[config.mk]
export PLATFORM = sky130hd
export DESIGN_NAME = pmc_power_mode_control
export DESIGN_NICKNAME = d
export VERILOG_FILES = /design/src/common/pmc_pkg.sv /design/src/pmc_power_mode_control.sv /design/src/pmc_settle_counter.sv
export SDC_FILE = /design/constraint.sdc
export NUM_CORES = 1
export LEC_CHECK = 0
export ABC_CLOCK_PERIOD_IN_PS = 1900
export BUFFER_PORTS_ARGS = -buffer_cell sky130_fd_sc_hd__buf_2
export CORE_MARGIN = 3
export CORE_UTILIZATION = 30
export DETAILED_ROUTE_END_ITERATION = 7
export GPL_TIMING_DRIVEN = 0
export SLEW_MARGIN = 20
export SYNTH_ARGS = -nofsm -noshare
export SYNTH_HDL_FRONTEND = slang
export SYNTH_SLANG_ARGS = --single-unit
[constraint.sdc]
create_clock -name pclk -period 1.9 [get_ports pclk]
set_input_delay 0.38 -clock pclk [delete_from_list [all_inputs] [get_ports pclk]]
set_output_delay 0.38 -clock pclk [all_outputs]
set_load 0.02 [all_outputs]
[src/common/pmc_pkg.sv]
package pmc_pkg;

  // Bus geometry
  localparam int unsigned ADDR_W = 12;
  localparam int unsigned DATA_W = 32;
  localparam int unsigned REG_W = 8;

  // Register indices; byte address is four times the index
  localparam logic [7:0] PWR_CTRL_INDEX = 8'h87;
  localparam logic [7:0] MODE_STAT_INDEX = 8'h88;
  localparam logic [ADDR_W-1:0] PWR_CTRL_ADDR = {2'h0, PWR_CTRL_INDEX, 2'h0};
  localparam logic [ADDR_W-1:0] MODE_STAT_ADDR = {2'h0, MODE_STAT_INDEX, 2'h0};

  // Power control field positions
  localparam int unsigned BIT_RATE_DOUBLE = 7;
  localparam int unsigned BIT_FRAME_ERR_SEL = 6;
  localparam int unsigned BIT_POWER_ON = 4;
  localparam int unsigned BIT_GEN_ONE = 3;
  localparam int unsigned BIT_GEN_ZERO = 2;
  localparam int unsigned BIT_PDOWN_SEL = 1;
  localparam int unsigned BIT_SLEEP_SEL = 0;

  // Reset value: power-on flag set, all else clear; bit 5 reads zero
  localparam logic [REG_W-1:0] PWR_CTRL_RESET = 8'h10;
  localparam logic [REG_W-1:0] PWR_CTRL_WMASK = 8'hdf;

  // Mode status field positions
  localparam int unsigned STAT_IDLE = 0;
  localparam int unsigned STAT_PDOWN = 1;
  localparam int unsigned STAT_WARMUP = 2;
  localparam int unsigned STAT_RESET_PIN = 3;

  // Oscillator settle after a pin wake, in oscillator clocks (one per pclk)
  localparam int unsigned WARMUP_OSC_CLOCKS = 32768;
  localparam int unsigned OSC_CLOCKS_PER_PCLK = 1;
  localparam int unsigned WARMUP_CYCLES = WARMUP_OSC_CLOCKS / OSC_CLOCKS_PER_PCLK;
  localparam int unsigned WARMUP_CNT_W = 17;

  // Reset pin hold the far side must give: two machine cycles of 12 clocks
  localparam int unsigned RESET_HOLD_MACHINE_CYCLES = 2;
  localparam int unsigned CLOCKS_PER_MACHINE_CYCLE = 12;

  typedef enum logic [1:0] {
    MODE_RUN,
    MODE_IDLE,
    MODE_PDOWN,
    MODE_WARMUP
  } pmc_mode_e;

  // Word select of a register index
  function automatic logic addr_hit(input logic [ADDR_W-1:0] addr,
                                    input logic [ADDR_W-1:0] reg_addr);
    addr_hit = (addr == reg_addr);
  endfunction

endpackage

[src/pmc_power_mode_control.sv]
`timescale 1ns/1ps

// Functional notes
// - Eight-bit power control register, index 87h
// - Top bit doubles UART rate, modes 1-3
// - Frame-error select steers serial control bit 7
// - Power-on flag set by hardware, software clears
// - Two general flags, software only, no effect
// - Power-down stops oscillator, CPU and peripherals
// - Any of four wake pins ends power-down
// - After pin wake, resume interrupted program
// - Idle write is last; CPU clock gated
// - Idle keeps all CPU state unchanged
// - Idle holds port pins at entry level
// - Idle holds both strobes high
// - Timers and UART keep running in idle
// - Enabled interrupt clears idle select bit
// - After idle interrupt, continue next instruction
// - Power-down write is last; state retained
// - Pin wake waits 32768 oscillator clocks
// - Reset pin wake restarts at zero
module pmc_power_mode_control #(
  parameter int unsigned WARMUP_CYCLES = pmc_pkg::WARMUP_CYCLES
) (
  // Clock, reset, clock enable
  input wire logic pclk,
  input wire logic presetn,
  input wire logic clk_en,
  // APB slave
  input wire logic psel,
  input wire logic penable,
  input wire logic pwrite,
  input wire logic [pmc_pkg::ADDR_W-1:0] paddr,
  input wire logic [pmc_pkg::DATA_W-1:0] pwdata,
  input wire logic [3:0] pstrb,
  output logic [pmc_pkg::DATA_W-1:0] prdata,
  output logic pready,
  output logic pslverr,
  // Wake and reset sources
  input wire logic wake_pin_zero_n,
  input wire logic wake_pin_one_n,
  input wire logic wake_pin_two_n,
  input wire logic wake_pin_three_n,
  input wire logic irq_request,
  input wire logic reset_pin,
  input wire logic power_on_event,
  // Clock gating and hold controls
  output logic cpu_clk_en,
  output logic periph_clk_en,
  output logic osc_en,
  output logic port_hold,
  output logic strobe_hold_high,
  output logic core_reset,
  output logic wake_resume,
  // UART options
  output logic uart_rate_double,
  output logic frame_error_select
);

  logic [pmc_pkg::REG_W-1:0] ctrl_q;
  logic [pmc_pkg::REG_W-1:0] ctrl_d;
  pmc_pkg::pmc_mode_e mode_q;
  pmc_pkg::pmc_mode_e mode_d;
  logic pready_q;
  logic pslverr_q;
  logic [pmc_pkg::DATA_W-1:0] prdata_q;
  logic cpu_clk_en_q;
  logic periph_clk_en_q;
  logic osc_en_q;
  logic port_hold_q;
  logic strobe_hold_q;
  logic core_reset_q;
  logic wake_resume_q;
  logic settle_busy;
  logic settle_done;

  // APB decode
  wire bus_setup = psel && !penable;
  wire bus_done = psel && penable && pready_q;
  wire hit_ctrl = pmc_pkg::addr_hit(paddr, pmc_pkg::PWR_CTRL_ADDR);
  wire hit_stat = pmc_pkg::addr_hit(paddr, pmc_pkg::MODE_STAT_ADDR);
  wire hit_any = hit_ctrl || hit_stat;
  wire wr_ctrl = bus_done && pwrite && hit_ctrl && pstrb[0];
  wire [pmc_pkg::REG_W-1:0] wdata = pwdata[pmc_pkg::REG_W-1:0] & pmc_pkg::PWR_CTRL_WMASK;
  wire wr_pdown = wr_ctrl && wdata[pmc_pkg::BIT_PDOWN_SEL];
  wire wr_sleep = wr_ctrl && wdata[pmc_pkg::BIT_SLEEP_SEL] && !wdata[pmc_pkg::BIT_PDOWN_SEL];

  // Mode status word
  wire [pmc_pkg::REG_W-1:0] stat_word = pmc_pkg::REG_W'(
    ((mode_q == pmc_pkg::MODE_IDLE) << pmc_pkg::STAT_IDLE) |
    ((mode_q == pmc_pkg::MODE_PDOWN) << pmc_pkg::STAT_PDOWN) |
    (settle_busy << pmc_pkg::STAT_WARMUP) |
    (core_reset_q << pmc_pkg::STAT_RESET_PIN));
  wire [pmc_pkg::REG_W-1:0] read_byte = hit_ctrl ? ctrl_q : (hit_stat ? stat_word : '0);

  wire pin_wake = !wake_pin_zero_n || !wake_pin_one_n || !wake_pin_two_n || !wake_pin_three_n;
  wire in_run = (mode_q == pmc_pkg::MODE_RUN);
  wire in_idle = (mode_q == pmc_pkg::MODE_IDLE);
  wire in_pdown = (mode_q == pmc_pkg::MODE_PDOWN);
  wire in_warm = (mode_q == pmc_pkg::MODE_WARMUP);
  wire idle_exit = in_idle && irq_request;
  wire warm_start = in_pdown && pin_wake;
  wire warm_end = in_warm && settle_done;

  // Mode sequencing
  always_comb begin
    mode_d = mode_q;
    unique case (mode_q)
      pmc_pkg::MODE_RUN: begin
        if (wr_pdown) begin
          mode_d = pmc_pkg::MODE_PDOWN;
        end else if (wr_sleep) begin
          mode_d = pmc_pkg::MODE_IDLE;
        end
      end
      pmc_pkg::MODE_IDLE: begin
        if (irq_request) begin
          mode_d = pmc_pkg::MODE_RUN;
        end
      end
      pmc_pkg::MODE_PDOWN: begin
        if (pin_wake) begin
          mode_d = pmc_pkg::MODE_WARMUP;
        end
      end
      pmc_pkg::MODE_WARMUP: begin
        if (settle_done) begin
          mode_d = pmc_pkg::MODE_RUN;
        end
      end
    endcase
    // reset pin forces run from zero
    if (reset_pin) begin
      mode_d = pmc_pkg::MODE_RUN;
    end
  end

  // Control register next value
  always_comb begin
    ctrl_d = ctrl_q;
    if (wr_ctrl) begin
      ctrl_d[pmc_pkg::BIT_RATE_DOUBLE] = wdata[pmc_pkg::BIT_RATE_DOUBLE];
      ctrl_d[pmc_pkg::BIT_FRAME_ERR_SEL] = wdata[pmc_pkg::BIT_FRAME_ERR_SEL];
      ctrl_d[pmc_pkg::BIT_POWER_ON] = wdata[pmc_pkg::BIT_POWER_ON];
      ctrl_d[pmc_pkg::BIT_GEN_ONE] = wdata[pmc_pkg::BIT_GEN_ONE];
      ctrl_d[pmc_pkg::BIT_GEN_ZERO] = wdata[pmc_pkg::BIT_GEN_ZERO];
      // Select bits only take effect from run
      if (in_run) begin
        ctrl_d[pmc_pkg::BIT_PDOWN_SEL] = wdata[pmc_pkg::BIT_PDOWN_SEL];
        // idle bit dropped when power-down set
        ctrl_d[pmc_pkg::BIT_SLEEP_SEL] = wr_sleep;
      end
    end
    if (power_on_event) begin
      ctrl_d[pmc_pkg::BIT_POWER_ON] = 1'b1;
    end
    if (idle_exit) begin
      ctrl_d[pmc_pkg::BIT_SLEEP_SEL] = 1'b0;
    end
    if (warm_end) begin
      ctrl_d[pmc_pkg::BIT_PDOWN_SEL] = 1'b0;
    end
    if (reset_pin) begin
      ctrl_d[pmc_pkg::BIT_PDOWN_SEL] = 1'b0;
      ctrl_d[pmc_pkg::BIT_SLEEP_SEL] = 1'b0;
    end
  end

  // Gate and hold controls from next mode
  wire run_d = (mode_d == pmc_pkg::MODE_RUN);
  wire idle_d = (mode_d == pmc_pkg::MODE_IDLE);
  wire osc_d = (mode_d != pmc_pkg::MODE_PDOWN);
  // peripherals clocked in run and idle
  wire periph_d = run_d || idle_d;
  wire cpu_d = run_d && !reset_pin;
  wire hold_d = !run_d;

  pmc_settle_counter #(
    .LIMIT(WARMUP_CYCLES)
  ) u_settle (
    .pclk(pclk),
    .presetn(presetn),
    .clk_en(clk_en),
    .start(warm_start && !reset_pin),
    .abort(reset_pin),
    .busy_q(settle_busy),
    .done_q(settle_done)
  );

  // APB answer: no wait state, answer registered
  always_ff @(posedge pclk or negedge presetn) begin
    if (!presetn) begin
      pready_q <= 1'b0;
      pslverr_q <= 1'b0;
      prdata_q <= '0;
    end else if (clk_en) begin
      pready_q <= bus_setup;
      pslverr_q <= bus_setup && !hit_any;
      prdata_q <= bus_setup ? {{(pmc_pkg::DATA_W - pmc_pkg::REG_W){1'b0}}, read_byte} : '0;
    end
  end

  always_ff @(posedge pclk or negedge presetn) begin
    if (!presetn) begin
      ctrl_q <= pmc_pkg::PWR_CTRL_RESET;
      mode_q <= pmc_pkg::MODE_RUN;
    end else if (clk_en) begin
      ctrl_q <= ctrl_d;
      mode_q <= mode_d;
    end
  end

  always_ff @(posedge pclk or negedge presetn) begin
    if (!presetn) begin
      cpu_clk_en_q <= 1'b1;
      periph_clk_en_q <= 1'b1;
      osc_en_q <= 1'b1;
      port_hold_q <= 1'b0;
      strobe_hold_q <= 1'b0;
      core_reset_q <= 1'b0;
      wake_resume_q <= 1'b0;
    end else if (clk_en) begin
      cpu_clk_en_q <= cpu_d;
      periph_clk_en_q <= periph_d;
      osc_en_q <= osc_d;
      port_hold_q <= hold_d;
      strobe_hold_q <= hold_d;
      core_reset_q <= reset_pin;
      wake_resume_q <= warm_end && !reset_pin;
    end
  end

  // Output drive
  assign prdata = prdata_q;
  assign pready = pready_q;
  assign pslverr = pslverr_q;
  assign cpu_clk_en = cpu_clk_en_q;
  assign periph_clk_en = periph_clk_en_q;
  assign osc_en = osc_en_q;
  assign port_hold = port_hold_q;
  assign strobe_hold_high = strobe_hold_q;
  assign core_reset = core_reset_q;
  assign wake_resume = wake_resume_q;
  assign uart_rate_double = ctrl_q[pmc_pkg::BIT_RATE_DOUBLE];
  assign frame_error_select = ctrl_q[pmc_pkg::BIT_FRAME_ERR_SEL];

endmodule

[src/pmc_settle_counter.sv]
`timescale 1ns/1ps

module pmc_settle_counter #(
  parameter int unsigned LIMIT = pmc_pkg::WARMUP_CYCLES
) (
  // Clock and reset
  input wire logic pclk,
  input wire logic presetn,
  input wire logic clk_en,
  // Control
  input wire logic start,
  input wire logic abort,
  // Status
  output logic busy_q,
  output logic done_q
);

  localparam logic [pmc_pkg::WARMUP_CNT_W-1:0] LAST =
    pmc_pkg::WARMUP_CNT_W'(LIMIT - 1);

  logic [pmc_pkg::WARMUP_CNT_W-1:0] count_q;
  logic [pmc_pkg::WARMUP_CNT_W-1:0] count_d;
  logic busy_d;
  logic done_d;
  wire at_last = busy_q && (count_q == LAST);

  assign count_d = (start || !busy_q) ? '0 : count_q + 1'b1;
  assign busy_d = abort ? 1'b0 : (start ? 1'b1 : (busy_q && !at_last));
  assign done_d = !abort && at_last;

  always_ff @(posedge pclk or negedge presetn) begin
    if (!presetn) begin
      count_q <= '0;
      busy_q <= 1'b0;
      done_q <= 1'b0;
    end else if (clk_en) begin
      count_q <= count_d;
      busy_q <= busy_d;
      done_q <= done_d;
    end
  end

endmodule

# [After elaboration in Yosys (flattened, before gate mapping)]
# Index checks and enable logic that the tools add are counted.
# Widths: inputs -> output; s select.
[word_totals] reg_bits=68 wordCells=95
[classes] n_addsub=1 eq_ne=8 muxes=19 bitwise=3 reduce_logical=47
[ops] operator="$eq 12x10->1 const B" n=2
[ops] operator="$logic_and 1x1->1" n=19
[ops] operator="$add 17x1->17 const B" n=1
[ops] operator="$eq 17x15->1 const B" n=1
[ops] operator="$mux 17" n=1
[ops] operator="$mux 2" n=8
[ops] operator="$mux 8" n=2
[ops] operator="$reduce_bool 3->1" n=4
[ops] operator="$logic_not 1->1" n=11
[ops] operator="$pmux 2 s4" n=1
[ops] operator="$logic_or 1x1->1" n=6
[ops] operator="$reduce_and 3->1" n=2
[ops] operator="$mux 1" n=5
[ops] operator="$mux 5" n=1
[ops] operator="$eq 2x1->1 const B" n=2
[ops] operator="$eq 2x2->1 const B" n=2
[ops] operator="$logic_not 2->1" n=2
[ops] operator="$mux 4" n=1
[ops] operator="$or 3x4->4" n=1
[ops] operator="$reduce_and 2->1" n=2
[ops] operator="$or 2x3->3" n=1
[ops] operator="$ne 2x2->1 const B" n=1
[ops] operator="$or 1x2->2" n=1
[ops] operator="$reduce_bool 2->1" n=1

# [Depth between registers and ports, before layout]
# Gate-level depths: netlist of run 1.
[logic_depth] word_depth=13 mapped_depth=5

# [Modules after synthesis]
# A second synthesis of run 1 with hierarchy kept.
[hier_totals] cells_unflattened=238 hier_area_um2=2373.5
[by_module_without_submodules] module="pmc_power_mode_control" n_inst=1 cells_per_inst=136 area_per_inst_um2=1393.8
[by_module_without_submodules] module="pmc_settle_counter" n_inst=1 cells_per_inst=102 area_per_inst_um2=979.7

# [Worst setup path before layout of run 1]
# OpenSTA, ideal clock, no wires.
[synth_timing] kind="reg-to-reg" from="register u_settle.count_q[0] (netlist name)" to="register u_settle.count_q[16] (netlist name)" setup_time_ns=0.077 arrival_time_ns=1.472 required_ns=1.823 setup_slack_ns=0.350 path_stages_with_launch=6 period_less_slack_ns=1.550 path_cell_list="dfrtp_1 > ha_1 > and3_1 > nand4_4 > or4_1 > a21oi_1"
[synth_via] elab_chain_cells=2
[synth_lines] item="start, declared" line_no="pmc_settle_counter.sv:21" source="logic [pmc_pkg::WARMUP_CNT_W-1:0] count_q;"
[synth_lines] item="start signal, assigned" line_no="pmc_settle_counter.sv:37" source="count_q <= count_d;"
[synth_lines] item="$add 17x1->17" line_no="pmc_settle_counter.sv:27" source="assign count_d = (start || !busy_q) ? '0 : count_q + 1'b1;"
[synth_lines] item="$mux 17" line_no="pmc_settle_counter.sv:27"
# Every way passes these cells.
# A chain may end at the register's enable or synchronous reset.

# [Final worst setup path of run 1]
[layout_timing] from="register mode_q[1]" to="register u_settle.count_q[3] (netlist name)"
[layout_via] elab_chain_cells=5
[layout_lines] item="start, declared" line_no="pmc_power_mode_control.sv:62" source="pmc_pkg::pmc_mode_e mode_q;"
[layout_lines] item="start signal, assigned" line_no="pmc_power_mode_control.sv:206" source="mode_q <= pmc_pkg::MODE_RUN;"
[layout_lines] item="start signal, assigned" line_no="pmc_power_mode_control.sv:209" source="mode_q <= mode_d;"
[layout_lines] item="$eq 2x2->1" line_no="pmc_power_mode_control.sv:99" source="wire in_pdown = (mode_q == pmc_pkg::MODE_PDOWN);"
[layout_lines] item="$logic_and 1x1->1" line_no="pmc_power_mode_control.sv:102" source="wire warm_start = in_pdown && pin_wake;"
[layout_lines] item="$logic_and 1x1->1" line_no="pmc_power_mode_control.sv:184" source=".start(warm_start && !reset_pin),"
[layout_lines] item="$logic_or 1x1->1" line_no="pmc_settle_counter.sv:27"
[layout_lines] item="$mux 17" line_no="pmc_settle_counter.sv:27"
# Every way passes these cells.

==> metrics, run 1 <==
Final min period=1750 ps; number of diodes=0; total gr overflow=0; Via-to-Cell Ratio=4.70; first-pass GRT wire length=9270 microns; drt drc=0; unrepaired setup endpoints after global routing=no; critical path class=register to register; Static Leak=1.44 nW; CTS buffer count=5; clock root cell=clkbuf_8; Final Setup Violations=0; area grow syn2layout=24.3%; mapped cell area=2410 sq um; Primary FF master, synth=dfrtp_1; Starting DRT DRC Count=97; vias in the first global route=1956; Vias=1971; Worst path max stage delay=530 ps; Final Cycle Share=0.920; pre-CTS setup slack=85.3 ps; Tot Pwr=1.99 mW; Seq/Total Area, Yosys=0.448; pwr/cell area=663 nW/um^2; Placement Rows=32; Arr. time, crit path=1940 ps; largest net degree at the start of global routing=44; Fmax achieved=0.572 GHz; CTS max path bufs=2; Synth Register Bits=43; Worst path slowest cell=o41ai_2; post-route setup slack=153 ps; fraction of layout cells with a size suffix above 1=0.341; Worst Hold Class=input pin to async pin; final wirelength=5410 microns; YS warnings=0; Final Net Count=378; Final TNS setup=0 ps; status=complete, no violations; GRT Total Usage=0.129; VDD IR max=0.000271 V; Routed Antenna Nets=0; antenna violations before repair=0; Fin Hold WS=221 ps; Worst-Skew Late Latency=300 ps; leading area contributor after synthesis=dfrtp_1; RePlAce Congestion=0.807; die height=95.7 microns; Synth Area per Inst=10.3 sq um; DPL Wire Length=4120 microns; top post-synthesis cells by area=dfrtp_1, buf_4, dfstp_2; Final Non-Filler Cells=419; io pins=104; Initial Util=0.311; Post-synth EDFFs=0; CORE AREA=7770 sq um; Least-Margin Pin Slew=963 ps; CTS sink cnt=43; Die Area=9150 sq um; Post-synth ARST share=1.00; Reg clk slew, reported paths=90 ps; DIE WIDTH=95.7 microns; Mapped Cells=235; fin. max-slew vios=0; slew margin rel.=0.358; Port Buffer Count=50; First-pass DRT Iterations=4; htree depth=2; Critical Path RT=2090 ps; CP cell instances=inv_1, o41ai_2, and2_1, buf_4, nor2_1; post-synth top area share=0.405; final hold vios=0; Setup crit end kind=register; CTS tree=done; Synth cell types=57; Clock Skews=11.5 ps; Hold Buf Count CTS=0; dpl cells=411; maximum fanout along the worst path=10; WL/cell=12.9 microns; startpoint types=register; Max Cap Violations=0
[sequential cells by signal, indices dropped and copies added (netlist names), 2 cells and up]
register	count
ctrl_q	7
mode_q	2
prdata	7
u_settle.count_q	17
[cell families after synthesis]
family / count (synthesis) / synth area share
mux: 7 / 0.0322
fa+ha+maj: 1 / 0.00519
xor+xnor: 8 / 0.0290
other cells: 1 / 0.00155
buf+inv: 44 / 0.115
flops: 43 / 0.448
simple gates: 82 / 0.220
compound gates: 49 / 0.149
[worst max-delay path, delay by kind of cell (launching register included)]
kind,cells,cell delay (ps)
AO/OA/AOI/OAI,1,530
buffers and inverters,2,360
flip-flops,1,390
AND/OR/NAND/NOR,2,360
[layer usage]
layer / part of all wire / GRT usage / routed length, microns / vias up
li1: - / - / - / 974
met1: 0.44 / 0.167 / 2370 / 928
met2: 0.48 / 0.209 / 2620 / 59
met3: 0.059 / 0.0292 / 319 / 10
met4: 0.017 / 0.0486 / 94 / 0
met5: 0 / 0 / 0 / -
[cell usage after synthesis, drive strengths merged (3+ instances only)]
cell type	count
dfrtp	39
buf	31
nor2	15
nand3	13
inv	10
nand2	10
o21ai	9
o2bb2ai	7
or3	7
xor2	7
a21oi	6
and4	6
mux2	6
nand4	6
a22oi	4
and3	4
dfstp	4
nand2b	4
a22o	3
clkbuf	3
nor4	3
o221ai	3
[power by group]
part	leakage [nW]	switching (mW)	internal (mW)
registers	0.581	0.0236	0.945
clock network	0.0612	0.327	0.426
logic	0.798	0.160	0.106
total	1.44	0.510	1.48
[layout make-up]
cell class              instances  area, sq um
plain buffers                  34          239
clock buffers                   6         82.6
clock inverters                 2         35.0
fillers                       792         4770
inverters                      10         37.5
multi-input cells             172         1150
flip-flops and latches         43         1080
well taps                     102          128
repair buffers                 50          250
[through the flow]
stage / area, sq um / util
2_1_floorplan: 2500 / -
3_3_place_gp: 2880 / 0.371
3_5_place_dp: 2880 / 0.371
4_1_cts: 3000 / 0.386
5_1_grt: 3000 / 0.386
6_report: 3000 / 0.386
[cells in the final DEF (no fill, tap or decap), drive strengths merged, types with 3 or more instances in the layout]
| cell type | netlist | routed |
|---|---|---|
| dfrtp | 39 | 39 |
| a22o | 3 | 3 |
| o221ai | 3 | 3 |
| nand3 | 13 | 13 |
| dfstp | 4 | 4 |
| inv | 10 | 10 |
| o21ai | 9 | 9 |
| clkbuf | 3 | 9 |
| nand4 | 6 | 6 |
| nand2b | 4 | 4 |
| nand2 | 10 | 10 |
| o2bb2ai | 7 | 7 |
| mux2 | 6 | 6 |
| xor2 | 7 | 7 |
| and4 | 6 | 6 |
| nor2 | 15 | 15 |
| a21oi | 6 | 6 |
| or3 | 7 | 7 |
| a22oi | 4 | 4 |
| nor4 | 3 | 3 |
| and3 | 4 | 4 |
| buf | 31 | 81 |
| conb | 1 | 25 |
[timing repair]
action                     in CTS  in global routing
hold endpoints to repair        0                  0
setup endpoints to repair       0                  1
setup buffers                   0                  0
gates resized for setup         0                  1
[path summary, 6_finish.rpt]
path | slack [ps] | from | endpoint | depth (start not counted)
worst max-delay path | 150 | mode_q[1] | u_settle.count_q[3] | 5
worst min-delay path | 220 | presetn | u_settle.count_q[11] | 1
worst max register to register | 150 | mode_q[1] | u_settle.count_q[3] | 5
worst min register to register | 490 | prdata[2] | prdata[2] | 1
max in group asynchronous | 1070 | presetn | u_settle.count_q[6] | 1
min in group pclk | 310 | pwdata[2] | ctrl_q[2] | 2
(Power assumes the default switching activity.)
==> run 2, diff against run 1 <==
ABC_CLOCK_PERIOD_IN_PS = 1800   (was 1900)
CELL_PAD_IN_SITES_DETAIL_PLACEMENT = 1   (was default)
CELL_PAD_IN_SITES_GLOBAL_PLACEMENT = 1   (was default)
PLACE_DENSITY_LB_ADDON = 0.1   (was default)
RECOVER_POWER = 100   (was default)
clock period = 1.8 ns   (was 1.9 ns; I/O delays follow)
==> run 2 against run 1 <==
Largest cell class unchanged. Flip-flop and latch count unchanged. Sequential share of layout area increased by 0.24 points. Sequential power increased by 5%. Maximum frequency increased by 4.2%. Clock power increased by 7.0%. Clock skew decreased by 9.8 ps.
==> metrics, run 2 (same netlist as run 1, synthesis figures left out) <==
Final Setup Violations=0 (unchanged); Comb pwr share=0.135 (was 0.134); CTS max path bufs=2 (unchanged); Biggest register=u_settle.count_q (unchanged); commonest cells after routing, fill and taps aside=dfrtp_1, buf_2, buf_4 (was buf_2, dfrtp_1, buf_4); final hold vios=0 (unchanged); fraction of layout cells with a size suffix above 1=0.281 (was 0.341); Die Area=9150 sq um (unchanged); WL/cell=14.4 microns (was 12.9 microns); post-route setup slack=123 ps (was 153 ps); Critical Path RT=2040 ps (was 2090 ps); Least-Margin Pin Slew=1120 ps (was 963 ps); final wirelength=6050 microns (was 5410 microns); antenna violations before repair=0 (unchanged); Power Internal=1.56 mW (was 1.48 mW); First-pass DRT Iterations=4 (unchanged); Placed Area=2880 sq um (unchanged); clock root cell=clkbuf_8 (unchanged); Port Buffer Count=50 (unchanged); Routed Antenna Nets=0 (unchanged); Reg clk slew, reported paths=80 ps (was 90 ps); io pins=104 (unchanged); Placement Rows=32 (unchanged); R2R cell count=5 (unchanged); Critical Path Sink=osc_en (was u_settle.count_q[3]); pre-CTS setup slack=-51.1 ps (was 85.3 ps); Starting DRT DRC Count=21 (was 97); fin. max-slew vios=0 (unchanged); critical path class=register to register (unchanged); DPL Wire Length=4440 microns (was 4120 microns); VDD IR max=0.000411 V (was 0.000271 V); largest net degree at the start of global routing=44 (unchanged); Worst Hold Class=input pin to async pin (unchanged); pwr/cell area=710 nW/um^2 (was 663 nW/um^2); Sw Share=0.262 (was 0.257); Arr. time, crit path=1910 ps (was 1940 ps); GRT Total Usage=0.142 (was 0.129); Final Net Count=378 (unchanged); Vias=2049 (was 1971); CTS buffer count=5 (unchanged); CTS tree=done (unchanged); Max Cap Violations=0 (unchanged); die height=95.7 microns (unchanged); Worst-Skew Late Latency=300 ps (about the same); Fillers=951 (was 792); Clock Skews=1.67 ps (was 11.5 ps); number of flip-flops in the largest register=17 (unchanged); Clock power frac=0.381 (was 0.379); first-pass GRT wire length=10100 microns (was 9270 microns); Setup crit end kind=register (unchanged); commonest non-fill, non-tap cell in the layout=dfrtp_1 (was buf_2); sequential power share=0.484 (was 0.487); maximum fanout along the worst path=9 (was 10); footprint of the multi-input gates=1150 sq um (about the same); CTS sink cnt=43 (unchanged); Static Leak=1.36 nW (was 1.44 nW); setup bufs post-CTS=0 (unchanged); area grow syn2layout=23.5% (was 24.3%); startpoint of the worst-slack reg-to-reg timing path=mode_q[0] (was mode_q[1]); Final min period=1680 ps (was 1750 ps); Crit Reg-Reg Endpoint=osc_en (was u_settle.count_q[3]); CORE AREA=7770 sq um (unchanged); unrepaired setup endpoints after global routing=no (unchanged); worst setup path start=mode_q[0] (was mode_q[1]); htree depth=2 (unchanged); DIE WIDTH=95.7 microns (unchanged); Final Instance Area=2980 sq um (was 3000 sq um); Final Cycle Share=0.932 (was 0.920); startpoint types=register (unchanged); RePlAce Congestion=0.778 (was 0.807); register area=1080 sq um (unchanged); Fmax achieved=0.596 GHz (was 0.572 GHz); Initial Util=0.311 (unchanged); Fin Hold WS=257 ps (was 221 ps); slew margin rel.=0.254 (was 0.358); sw power=0.555 mW (was 0.510 mW); total gr overflow=0 (unchanged); vias in the first global route=2025 (was 1956); drt drc=0 (unchanged); Via-to-Cell Ratio=4.89 (was 4.70); flop-to-flop setup slack=120 ps (was 150 ps); status=complete, no violations (unchanged); number of diodes=0 (unchanged)
run 2: power groups by stage:
stage	clock [mW]	sequential [mW]	combinational [mW]
3_3_place_gp	0	1.04	0.283
3_5_place_dp	0	1.04	0.286
6_report	0.806	1.02	0.285
4_1_cts	0.830	1.02	0.287
5_1_grt	0.874	1.03	0.320
2_1_floorplan	0	1.04	0.175
run 2: how the worst min path moves through the flow:
stage | cells past startpoint | slack (ps) | to | from
after CTS | 1 | 260 | u_settle.count_q[11] | presetn
after floorplan | 0 | 60 | core_reset | presetn
final | 1 | 260 | u_settle.count_q[11] | presetn
after detailed placement | 1 | 470 | prdata[3] | prdata[3]
after global routing | 2 | 280 | ctrl_q[2] | pwdata[2]
after global placement | 1 | 470 | prdata[3] | prdata[3]
run 2: worst max-delay path, stage by stage, from the launching register on:
cell and delay [ps]:
dfrtp_1 370, clkbuf_2 200, and3_1 230, a211o_1 310, or3_1 360, o2bb2ai_1 150
run 2: layout make-up:
type / count / area share
Buffer: 34 / 0.0802
Clock buffer: 6 / 0.0277
Clock inverter: 2 / 0.0118
Inverter: 10 / 0.0126
Multi-Input combinational cell: 172 / 0.386
Sequential cell: 43 / 0.363
Tap cell: 102 / 0.0428
Timing Repair Buffer: 50 / 0.0760
run 2: layer usage:
metal	track usage	part of all wire	vias up
met2	0.230	0.50	50
met5	0	0	-
met1	0.190	0.45	1018
met4	0.0486	0.015	0
met3	0.0260	0.039	9
li1	-	-	972
run 2: per-stage QoR:
step | utilization | instances | power [mW] | setup TNS [ps]
2_1_floorplan | - | 259 | 1.22 | 0
3_3_place_gp | 0.371 | 411 | 1.32 | -397
3_5_place_dp | 0.371 | 411 | 1.33 | -51.1
4_1_cts | 0.386 | 419 | 2.14 | 0
5_1_grt | 0.384 | 419 | 2.22 | 0
6_report | 0.384 | 419 | 2.12 | 0
run 2: repair_timing:
action                                  in CTS  in global routing
endpoints found under the setup margin       0                 15
hold buffers                                 0                  0
gates resized for setup                      0                  5
